==> src/rtl/frtsc_regs.svh <==
// register offsets, field positions, reset values and timing counts of the reference block
`ifndef FRTSC_REGS_SVH
`define FRTSC_REGS_SVH

`define FRTSC_ADDR_W            4
`define FRTSC_OFS_CTRL          4'h0
`define FRTSC_OFS_MUX           4'h1
`define FRTSC_OFS_STATUS        4'h2

`define FRTSC_BIT_READY         7
`define FRTSC_BIT_REF_EN        6
`define FRTSC_BIT_TS_EN         5
`define FRTSC_BIT_TS_RNG        4
`define FRTSC_CTRL_RESET        8'h00
`define FRTSC_CHAN_TEMP         4'he
`define FRTSC_CHAN_REF          4'hf

// settling of the reference before ready rises, in ns, and its cycle count
`define FRTSC_SETTLE_NS         1000
`define FRTSC_CLK_NS            8
`define FRTSC_SETTLE_CYC        ((`FRTSC_SETTLE_NS + `FRTSC_CLK_NS - 1) / `FRTSC_CLK_NS)

`endif

==> src/rtl/frtsc_pkg.sv <==
// types of the reference and temperature sensor control block
package frtsc_pkg;
  typedef logic [1:0] frtsc_gain_type;   // 00 off, 01 x1, 10 x2, 11 x4
  typedef logic [3:0] frtsc_chan_type;
  typedef enum logic [1:0] {
    FRTSC_REF_OFF,
    FRTSC_REF_SETTLE,
    FRTSC_REF_READY
  } frtsc_ref_state_type;
endpackage

==> src/rtl/frtsc_settle.sv <==
// settling timer: ready rises a fixed time after the reference is switched on
`timescale 1ns/10ps
`default_nettype none
`include "frtsc_regs.svh"
module frtsc_settle (
  // clock and reset
  input  wire logic clk,
  input  wire logic rst_n,
  // control
  input  wire logic enable,
  // status
  output logic      ready
);
  import frtsc_pkg::*;

  localparam int unsigned SETTLE_CYC = `FRTSC_SETTLE_CYC;

  frtsc_ref_state_type state_q;
  logic [15:0]         cnt_q;

  // count settling cycles while enabled, drop at once when disabled
  always_ff @(posedge clk or negedge rst_n) begin
    if (!rst_n) begin
      state_q <= FRTSC_REF_OFF;
      cnt_q   <= 16'h0000;
    end else if (!enable) begin
      state_q <= FRTSC_REF_OFF;
      cnt_q   <= 16'h0000;
    end else begin
      unique case (state_q)
        FRTSC_REF_OFF: begin
          state_q <= FRTSC_REF_SETTLE;
          cnt_q   <= 16'h0001;
        end
        FRTSC_REF_SETTLE: begin
          if (cnt_q >= 16'(SETTLE_CYC)) begin
            state_q <= FRTSC_REF_READY;
          end
          cnt_q <= cnt_q + 16'h0001;
        end
        FRTSC_REF_READY: begin
          state_q <= FRTSC_REF_READY;
        end
        default: begin
          state_q <= FRTSC_REF_OFF;
        end
      endcase
    end
  end

  // gated by the enable so the flag drops in the same cycle the reference is switched off
  assign ready = enable && (state_q == FRTSC_REF_READY);
endmodule
`default_nettype wire

==> src/rtl/frtsc_top.sv <==
// fixed reference and temperature indicator control with its register port
// What this block does
// - bit 7 of the control register is a read-only flag that is 1 when the reference is usable.
// - on standard-voltage variants the ready flag always reads 1 whatever the enable.
// - bit 6 is a read/write reference enable that resets to 0.
// - bit 5 is a read/write temperature indicator enable that resets to 0.
// - bit 4 selects the indicator range, 0 the four-junction drop and 1 the two, reset 0.
// - bits 1-0 select the reference level: off, x1, x2 or x4, reset 00.
// - the indicator output is routed to a converter input with no external pin.
// - the reference is selectable as a converter input under register control; this block takes the choice from the conv_channel_select input.
// - channel code 1110 chooses the indicator and 1111 the reference.
//
// The implementer's own choices: the placing of the registers and strobed register access.
`timescale 1ns/10ps
`default_nettype none
`include "frtsc_regs.svh"
module frtsc_top #(
  parameter bit STD_VOLTAGE = 1'b0      // 1 for standard-voltage variants
) (
  // clock and reset
  input  wire logic                    core_clk,
  input  wire logic                    arst_n,
  // register port
  input  wire logic [3:0]              reg_addr,
  input  wire logic [7:0]              reg_wdata,
  input  wire logic                    reg_wr,
  input  wire logic                    reg_rd,
  output logic [7:0]                   reg_rdata,
  // converter input selector
  input  wire frtsc_pkg::frtsc_chan_type conv_channel_select,
  // analog controls
  output logic                         reference_enable,
  output logic                         temp_sensor_enable,
  output logic                         temp_sensor_range,
  output frtsc_pkg::frtsc_gain_type    converter_reference_gain,
  output logic                         mux_temp_sel,
  output logic                         mux_ref_sel
);
  import frtsc_pkg::*;

  localparam logic [7:0] CTRL_RESET = `FRTSC_CTRL_RESET;

  logic [1:0]     rst_sync_q;
  logic           rst_n;
  logic           ref_en_q;
  logic           ts_en_q;
  logic           ts_rng_q;
  frtsc_gain_type gain_q;
  logic           settled;
  logic           ready_flag;
  logic [7:0]     ctrl_view;
  logic [7:0]     rdata_d;

  // reset release through two flip-flops
  always_ff @(posedge core_clk or negedge arst_n) begin
    if (!arst_n) begin
      rst_sync_q <= 2'h0;
    end else begin
      rst_sync_q <= {rst_sync_q[0], 1'b1};
    end
  end
  assign rst_n = rst_sync_q[1];

  // writable control fields; bits 7 and 3-2 are not stored
  always_ff @(posedge core_clk or negedge rst_n) begin
    if (!rst_n) begin
      ref_en_q <= CTRL_RESET[`FRTSC_BIT_REF_EN];
      ts_en_q  <= CTRL_RESET[`FRTSC_BIT_TS_EN];
      ts_rng_q <= CTRL_RESET[`FRTSC_BIT_TS_RNG];
      gain_q   <= CTRL_RESET[1:0];
    end else if (reg_wr && reg_addr == `FRTSC_OFS_CTRL) begin
      ref_en_q <= reg_wdata[`FRTSC_BIT_REF_EN];
      ts_en_q  <= reg_wdata[`FRTSC_BIT_TS_EN];
      ts_rng_q <= reg_wdata[`FRTSC_BIT_TS_RNG];
      gain_q   <= reg_wdata[1:0];
    end
  end

  // settling of the reference
  frtsc_settle u_settle (
    .clk    (core_clk),
    .rst_n  (rst_n),
    .enable (ref_en_q),
    .ready  (settled)
  );

  assign ready_flag = STD_VOLTAGE ? 1'b1 : settled;
  assign ctrl_view  = {ready_flag, ref_en_q, ts_en_q, ts_rng_q, 2'h0, gain_q};

  // read mux; unmapped addresses read zero
  always_comb begin
    rdata_d = 8'h00;
    unique case (reg_addr)
      `FRTSC_OFS_CTRL:   rdata_d = ctrl_view;
      `FRTSC_OFS_MUX:    rdata_d = {4'h0, conv_channel_select};
      `FRTSC_OFS_STATUS: rdata_d = {6'h00, mux_ref_sel, mux_temp_sel};
      default:           rdata_d = 8'h00;
    endcase
  end

  // read data stands only in the cycle after the strobe
  always_ff @(posedge core_clk or negedge rst_n) begin
    if (!rst_n) begin
      reg_rdata <= 8'h00;
    end else if (reg_rd) begin
      reg_rdata <= rdata_d;
    end else begin
      reg_rdata <= 8'h00;
    end
  end

  // registered analog controls and internal input routing
  always_ff @(posedge core_clk or negedge rst_n) begin
    if (!rst_n) begin
      reference_enable         <= 1'b0;
      temp_sensor_enable       <= 1'b0;
      temp_sensor_range        <= 1'b0;
      converter_reference_gain <= 2'h0;
      mux_temp_sel             <= 1'b0;
      mux_ref_sel              <= 1'b0;
    end else begin
      reference_enable         <= ref_en_q;
      temp_sensor_enable       <= ts_en_q;
      temp_sensor_range        <= ts_rng_q;
      converter_reference_gain <= gain_q;
      mux_temp_sel <= conv_channel_select == `FRTSC_CHAN_TEMP;
      mux_ref_sel  <= conv_channel_select == `FRTSC_CHAN_REF;
    end
  end

  // assertions
  property p_ready_std;
    @(posedge core_clk) disable iff (!rst_n) STD_VOLTAGE |-> ctrl_view[7];
  endproperty
  a_ready_std: assert property (p_ready_std) else $error("ready low on standard part");

  property p_ready_needs_en;
    @(posedge core_clk) disable iff (!rst_n) (!STD_VOLTAGE && !ref_en_q) |-> !ctrl_view[7];
  endproperty
  a_ready_needs_en: assert property (p_ready_needs_en) else $error("ready while disabled");

  property p_ref_en_wr;
    @(posedge core_clk) disable iff (!rst_n)
      (reg_wr && reg_addr == `FRTSC_OFS_CTRL) |=> ##1 reference_enable == $past(reg_wdata[6], 2);
  endproperty
  a_ref_en_wr: assert property (p_ref_en_wr) else $error("reference enable not written");

  property p_ts_en_wr;
    @(posedge core_clk) disable iff (!rst_n)
      (reg_wr && reg_addr == `FRTSC_OFS_CTRL) |=> ##1 temp_sensor_enable == $past(reg_wdata[5], 2);
  endproperty
  a_ts_en_wr: assert property (p_ts_en_wr) else $error("sensor enable not written");

  property p_rng_wr;
    @(posedge core_clk) disable iff (!rst_n)
      (reg_wr && reg_addr == `FRTSC_OFS_CTRL) |=> ##1 temp_sensor_range == $past(reg_wdata[4], 2);
  endproperty
  a_rng_wr: assert property (p_rng_wr) else $error("range not written");

  property p_gain_wr;
    @(posedge core_clk) disable iff (!rst_n)
      (reg_wr && reg_addr == `FRTSC_OFS_CTRL)
        |=> ##1 converter_reference_gain == $past(reg_wdata[1:0], 2);
  endproperty
  a_gain_wr: assert property (p_gain_wr) else $error("gain not written");

  property p_resv_zero;
    @(posedge core_clk) disable iff (!rst_n)
      (reg_rd && reg_addr == `FRTSC_OFS_CTRL) |=> reg_rdata[3:2] == 2'h0;
  endproperty
  a_resv_zero: assert property (p_resv_zero) else $error("reserved bits nonzero");

  property p_mux_temp;
    @(posedge core_clk) disable iff (!rst_n)
      mux_temp_sel == ($past(conv_channel_select) == `FRTSC_CHAN_TEMP);
  endproperty
  a_mux_temp: assert property (p_mux_temp) else $error("indicator route wrong");

  property p_mux_ref;
    @(posedge core_clk) disable iff (!rst_n)
      mux_ref_sel == ($past(conv_channel_select) == `FRTSC_CHAN_REF);
  endproperty
  a_mux_ref: assert property (p_mux_ref) else $error("reference route wrong");

  c_ready_rise: cover property (@(posedge core_clk) disable iff (!rst_n) $rose(ready_flag));
  c_temp_sel: cover property (@(posedge core_clk) disable iff (!rst_n) mux_temp_sel);
  c_gain4: cover property (@(posedge core_clk) disable iff (!rst_n) gain_q == 2'h3);
endmodule
`default_nettype wire

==> config.mk <==
export PLATFORM = sky130hd
export DESIGN_NAME = frtsc_top
export DESIGN_NICKNAME = d
export VERILOG_FILES = /design/src/rtl/frtsc_pkg.sv /design/src/rtl/frtsc_settle.sv /design/src/rtl/frtsc_top.sv
export VERILOG_INCLUDE_DIRS = /design/src /design/src/rtl
export SDC_FILE = /design/constraint.sdc
export NUM_CORES = 1
export LEC_CHECK = 0
export BUFFER_PORTS_ARGS = -buffer_cell sky130_fd_sc_hd__buf_2
export CAP_MARGIN = 20
export CORE_UTILIZATION = 35
export DETAILED_ROUTE_END_ITERATION = 16
export MAX_ROUTING_LAYER = met4
export PLACE_DENSITY = 0.52
export RECOVER_POWER = 100
export SYNTH_ARGS = -nofsm -noshare
export SYNTH_HDL_FRONTEND = slang
export SYNTH_SLANG_ARGS = --single-unit
==> constraint.sdc <==
create_clock -name core_clk -period 4.4 [get_ports core_clk]
set_clock_uncertainty 0.2 [all_clocks]
set_input_delay 0.88 -clock core_clk [delete_from_list [all_inputs] [get_ports core_clk]]
set_output_delay 0.88 -clock core_clk [all_outputs]
set_load 0.02 [all_outputs]
**After elaboration in Yosys (flattened, before gate mapping)**

Cells that the tools add are included.

- Reductions and logical operators: 4
- Mux-type cells: 7
- Equal/unequal tests: 8
- Shifts and indexed selects: 0
- Add/subtract/negate cells: 1
- $mul: 0
- Bitwise gates (word level): 0
- Magnitude comparators: 1
- Div/mod/pow operators: 0

Operator list:

| cell | count |
|---|---|
| 16-bit case mux with 2 select lines | 1 |
| 8-bit case mux with 3 select lines | 1 |
| 16-bit by 1-bit adder with 16-bit output (second input constant) | 1 |
| 16-bit by 7-bit >= comparator with 1-bit output (second input constant) | 1 |
| 16-bit two-way mux | 1 |
| 4-bit equality test (second input constant) | 2 |
| 8-bit two-way mux | 1 |
| 2-bit case mux with 3 select lines | 1 |
| 4-bit by 1-bit equality test with 1-bit output (second input constant) | 1 |
| 4-bit by 2-bit equality test with 1-bit output (second input constant) | 1 |
| 4-bit logical NOT | 1 |
| 2-bit two-way mux | 2 |
| 3-bit by 1-bit != test with 1-bit output (second input constant) | 1 |
| 3-bit by 2-bit != test with 1-bit output (second input constant) | 1 |
| 2-bit by 1-bit equality test with 1-bit output (second input constant) | 1 |
| 2-bit equality test (second input constant) | 1 |
| 1-bit logical AND | 2 |
| 2-bit logical NOT | 1 |

- Logic and storage cells: 35
- Bits in registers: 40
- Output and inout bits: 15
- Input port bits: 20
- Memory bits (writable): 0
- Memories kept: 0
- Bits in read-only memories: 0
- Bits in latches: 0

**Logic depth before layout (Yosys ltp)**

- Depth after elaboration: 4
- Mapped depth: 7
- Depth with buffers taken out: 6

**Hierarchy**

From an unflattened synthesis, not the netlist that was laid out.

- Cell total of the unflattened synthesis: 175
- Area, all modules: 1936.9 µm²

By module, submodules not included:

| module | area each (µm²) | seq. area each (µm²) | instances | cells each |
|---|---|---|---|---|
| frtsc_settle | 1168.6 | 450.4 | 1 | 123 |
| frtsc_top | 768.2 | 550.5 | 1 | 52 |

**Worst setup path after synthesis**

OpenSTA, ideal clock, no wires.

- Kind: input -> register
- Start: input port reg_addr[0]
- End: register gain_q[0]
- Slack: 2.388 ns
- Path buffers: 1
- Required time: 4.075 ns
- Arrival time: 1.688 ns
- Stages on the path: 4
- Setup time: 0.125 ns
- Path through: clkbuf_1 > nor2_1 > nand3_1 > mux2_2

- Word-level cells in the longest chain between the ends: 2

Ends and longest elaborated chain:

| what | line | text |
|---|---|---|
| start, declared | frtsc_top.sv:24 | `input wire logic [3:0] reg_addr,` |
| 4-bit logical NOT | -- |  |
| 1-bit logical AND (no source line) | -- |  |
| end signal, assigned | frtsc_top.sv:70 | `gain_q <= CTRL_RESET[1:0];` |
| end signal, assigned | frtsc_top.sv:75 | `gain_q <= reg_wdata[1:0];` |
| end, declared | frtsc_top.sv:48 | `frtsc_gain_type gain_q;` |

Every way passes these cells.
A chain may end at the register's enable or synchronous reset.

**Final worst setup path**

- Start: register u_settle.state_q[1]
- End: register u_settle.cnt_q[14]

- Word-level cells in the longest chain between the ends: 3
- Elaborated cells between the ends (all ways): 5
- Classes of those cells: eq/ne: 2; mux: 2; reduce/logical: 1

Ends and longest elaborated chain:

| what | line | text |
|---|---|---|
| start, declared | frtsc_settle.sv:18 | `frtsc_ref_state_type state_q;` |
| start signal, assigned | frtsc_settle.sv:24 | `state_q <= FRTSC_REF_OFF;` |
| start signal, assigned | frtsc_settle.sv:27 | `state_q <= FRTSC_REF_OFF;` |
| start signal, assigned | frtsc_settle.sv:32 | `state_q <= FRTSC_REF_SETTLE;` |
| 2-bit by 1-bit equality test with 1-bit output / 2-bit logical NOT (equally long branches) | frtsc_settle.sv:30 | `unique case (state_q)` |
| 16-bit case mux with 2 select lines | frtsc_settle.sv:30 |  |
| 16-bit two-way mux | frtsc_settle.sv:26 | `end else if (!enable) begin` |
| end signal, assigned | frtsc_settle.sv:39 | `cnt_q <= cnt_q + 16'h0001;` |
| end, declared | frtsc_settle.sv:19 | `logic [15:0] cnt_q;` |

Several ways; a longest one is shown, not always the timed one.

==> results.py <==
metrics = {
    "min_path": {
        "min-delay-path-class": "reg2reg",
        "hp-start": "rst_sync_q[0]",
    },
    "detailed_routing": {
        "ant_nets": 0,
        "viasPerCell": 5.24,
        "vias": 1452,
        "wirelength_mm": 3.76,
        "drc": 0,
        "wire_per_inst_um": 13.6,
        "drt_iter0_drc": 63,
        "dr.pass1.iters": 6,
    },
    "die": {
        "fp.dieW_um": 74.6,
        "die_height_um": 74.6,
        "start_util": 0.361,
        "core_um2": 5110,
        "dieArea_um2": 5570,
        "top_level_ports": 35,
        "rows": 26,
    },
    "worst_setup_path": {
        "crit_arrival_ns": 2.77,
        "rr_startpoint": "u_settle.state_q[1]",
        "ff2ff_path_depth": 6,
        "crit_path_start": "u_settle.state_q[1]",
        "endpoint": "u_settle.cnt_q[14]",
        "crit_family": "simple AND/OR/NAND/NOR gates",
        "worst-path-buf-inv": 1,
        "cp.required_ns": 4.38,
        "rrSetupSlack_ns": 1.62,
        "critical-path-max-stage-delay_ns": 1.36,
        "crit_type": "reg2reg",
        "crit_chain": "inv_1 -> ha_1 -> nor3b_1 -> a22o_2 -> a21oi_1 -> o41ai_1",
        "crit_cells": 6,
        "reg2reg_to": "u_settle.cnt_q[14]",
        "crit_path_end_kind": "flop",
        "setup.worst_path.start_class": "flop",
        "critPathMaxFanout": 15,
        "crit_slowest_cell": "nor3b_1",
    },
    "pwr": {
        "powerDensity_nw_per_um2": 418,
        "peakVddDrop_v": 0.000153,
        "static-leakage-power_nw": 0.939,
    },
    "clock_tree": {
        "cts_root_buf": "clkbuf_8",
        "ctsResizeCount": 0,
        "cts_buffers": 5,
        "htreeDepth": 2,
        "cts.clk_slew.worst_paths_ns": 0.08,
        "cts_tree": "yes",
        "cts_buffer_depth": 2,
        "cts_sinks": 40,
        "clk_latency_ns": 0.29,
        "ctsHoldBuffers": 0,
        "post_cts_buffers": 0,
    },
    "timing": {
        "tightest_slew_ns": 2.00,
        "clock.fmax_mhz": 359,
        "period_share": 0.633,
        "rsz0062_at_grt": "false",
        "setup_violations": 0,
        "hold_viol": 0,
        "timing.slew.headroom": -0.335,
        "fin_setup_tns_ns": 0,
        "fin_crit_ns": 2.78,
        "drv_slew": 55,
    },
    "place": {
        "dp.cells": 269,
        "detailed_place.area_um2": 2060,
        "routabilityCongestion": 0.796,
        "port_buffers": 31,
        "place_hpwl_mm": 2.62,
    },
    "logic_synthesis": {
        "async_reset_ff_frac": 1.00,
        "synth_nets": 203,
        "ys_seq_elements": 40,
        "syn-cell-area_um2": 1850,
        "syn_area_per_cell_um2": 10.5,
        "yosys_warnings": 0,
        "syn_inst": 176,
        "ys_seq_area_frac": 0.542,
        "synth_edf_count": 0,
        "synth_top_flop_cell": "dfrtp_1",
        "yosysUniqueCellTypes": 36,
    },
    "job": {
        "cap_viol_max_count": 2,
    },
    "cells_and_area": {
        "area_growth_syn_to_layout_pct": 14.7,
        "final_layout_size_suffix_gt1_frac": 0.130,
        "diodes": 0,
        "nNetsFinal": 233,
        "final_cell_count_no_fill": 277,
        "final_area_um2": 2120,
    },
    "grt": {
        "grt_pass1_vias": 1344,
        "antenna_found_initial": 0,
        "grtUsageTotal": 0.152,
        "gr-total-overflow": 0,
        "grt_pass1_wl_mm": 6.15,
        "grt_max_degree": 39,
    },
    "status": {
        "violations": "capacitance limit, slew limit",
        "status": "complete, but fails checks",
    },
}
-- cell usage after synthesis, drive strengths merged (5+ instances only) --
cell | number | share of area
clkbuf | 8 | 0.017
mux2 | 5 | 0.031
and2 | 5 | 0.018
nor2 | 12 | 0.024
dfrtp | 40 | 0.54
nand3 | 5 | 0.014
and3 | 8 | 0.028
nand2 | 7 | 0.014
ha | 7 | 0.047
nand4 | 8 | 0.027
inv | 10 | 0.020
o21ai | 15 | 0.041
a21oi | 9 | 0.024
-- registers in the layout, summed over array words and instances, names as in the netlist --
signal                    count
converter_reference_gain      2
gain_q                        2
mux_ref_sel                   1
mux_temp_sel                  1
ref_en_q                      1
reference_enable              1
reg_rdata                     8
rst_sync_q                    2
temp_sensor_enable            1
temp_sensor_range             1
ts_en_q                       1
ts_rng_q                      1
u_settle.cnt_q               16
u_settle.state_q              2
-- how the worst min path moves through the flow --
| stage | endpoint | slack, ns | depth (start not counted) |
|---|---|---|---|
| 2_1_floorplan | rst_sync_q[1] | 0.13 | 0 |
| 3_5_place_dp | u_settle.cnt_q[11] | 0.11 | 1 |
| 3_3_place_gp | u_settle.cnt_q[11] | 0.10 | 1 |
| 4_1_cts | u_settle.cnt_q[10] | 0.11 | 1 |
| 5_1_grt | rst_sync_q[0] | 0.16 | 1 |
| 6_report | rst_sync_q[1] | 0.15 | 0 |
-- per-layer routing --
| layer | vias up | global-route usage | wire [um] |
|---|---|---|---|
| met5 | - | - | 0 |
| met4 | 0 | 0.0629 | 65 |
| met3 | 6 | 0.0361 | 149 |
| met2 | 34 | 0.229 | 1740 |
| met1 | 719 | 0.198 | 1810 |
| li1 | 693 | - | - |
-- kinds of logic (layout without fill, tap and decap cells) --
family	count (synthesis)	after routing	synth area share
multiplexers	9	9	0.0522
other	1	1	0.00203
buffers and inverters	19	50	0.0434
adder cells (fa/ha/maj)	7	7	0.0475
flip-flops	40	40	0.542
AND/OR/NAND/NOR	59	59	0.174
AO/OA/AOI/OAI	41	41	0.138
-- report_power, final --
part	total [mW]	internal, mW	leakage, nW	switching [mW]
logic	0.201	0.0710	0.360	0.130
clock network	0.249	0.128	0.0455	0.121
registers	0.436	0.406	0.533	0.0301
-- worst register-to-register path: cells and delay by family (launching register included) --
family / cells / cell delay (ns)
adders and majority gates: 1 / 0.25
buffers and inverters: 1 / 0.09
AOI/OAI and AO/OA: 3 / 0.43
DFF: 1 / 0.36
and+or+nand+nor: 1 / 1.36
-- metrics by stage --
step	util	hold slack, ns	setup WS, ns	total power, mW
final	0.415	0.150	1.62	0.885
after global routing	0.415	0.158	1.42	0.940
after CTS	0.421	0.113	2.08	0.906
after detailed placement	0.403	0.112	2.10	0.653
after global placement	0.403	0.103	2.22	0.644
after floorplan	-	0.131	2.39	0.590
-- layout by cell type (no fill, tap or decap), drive strengths merged, types with 3 or more instances in the layout --
cell type	count
dfrtp	40
clkbuf	27
o21ai	15
buf	13
nor2	12
inv	10
a21oi	9
nand4	8
and3	8
nand2	7
ha	7
nand3	5
mux2	5
and2	5
mux2i	4
a41oi	4
o31ai	4
nor4	3
nor3	3
a31oi	3
-- cell type report --
class	count	area [um2]
Timing Repair Buffer	32	136
Multi-Input combinational cell	117	764
Fill cell	529	2990
Tap cell	70	87.6
Inverter	10	37.5
Sequential cell	40	1000
Clock buffer	8	90.1
(Power assumes the default switching activity.)
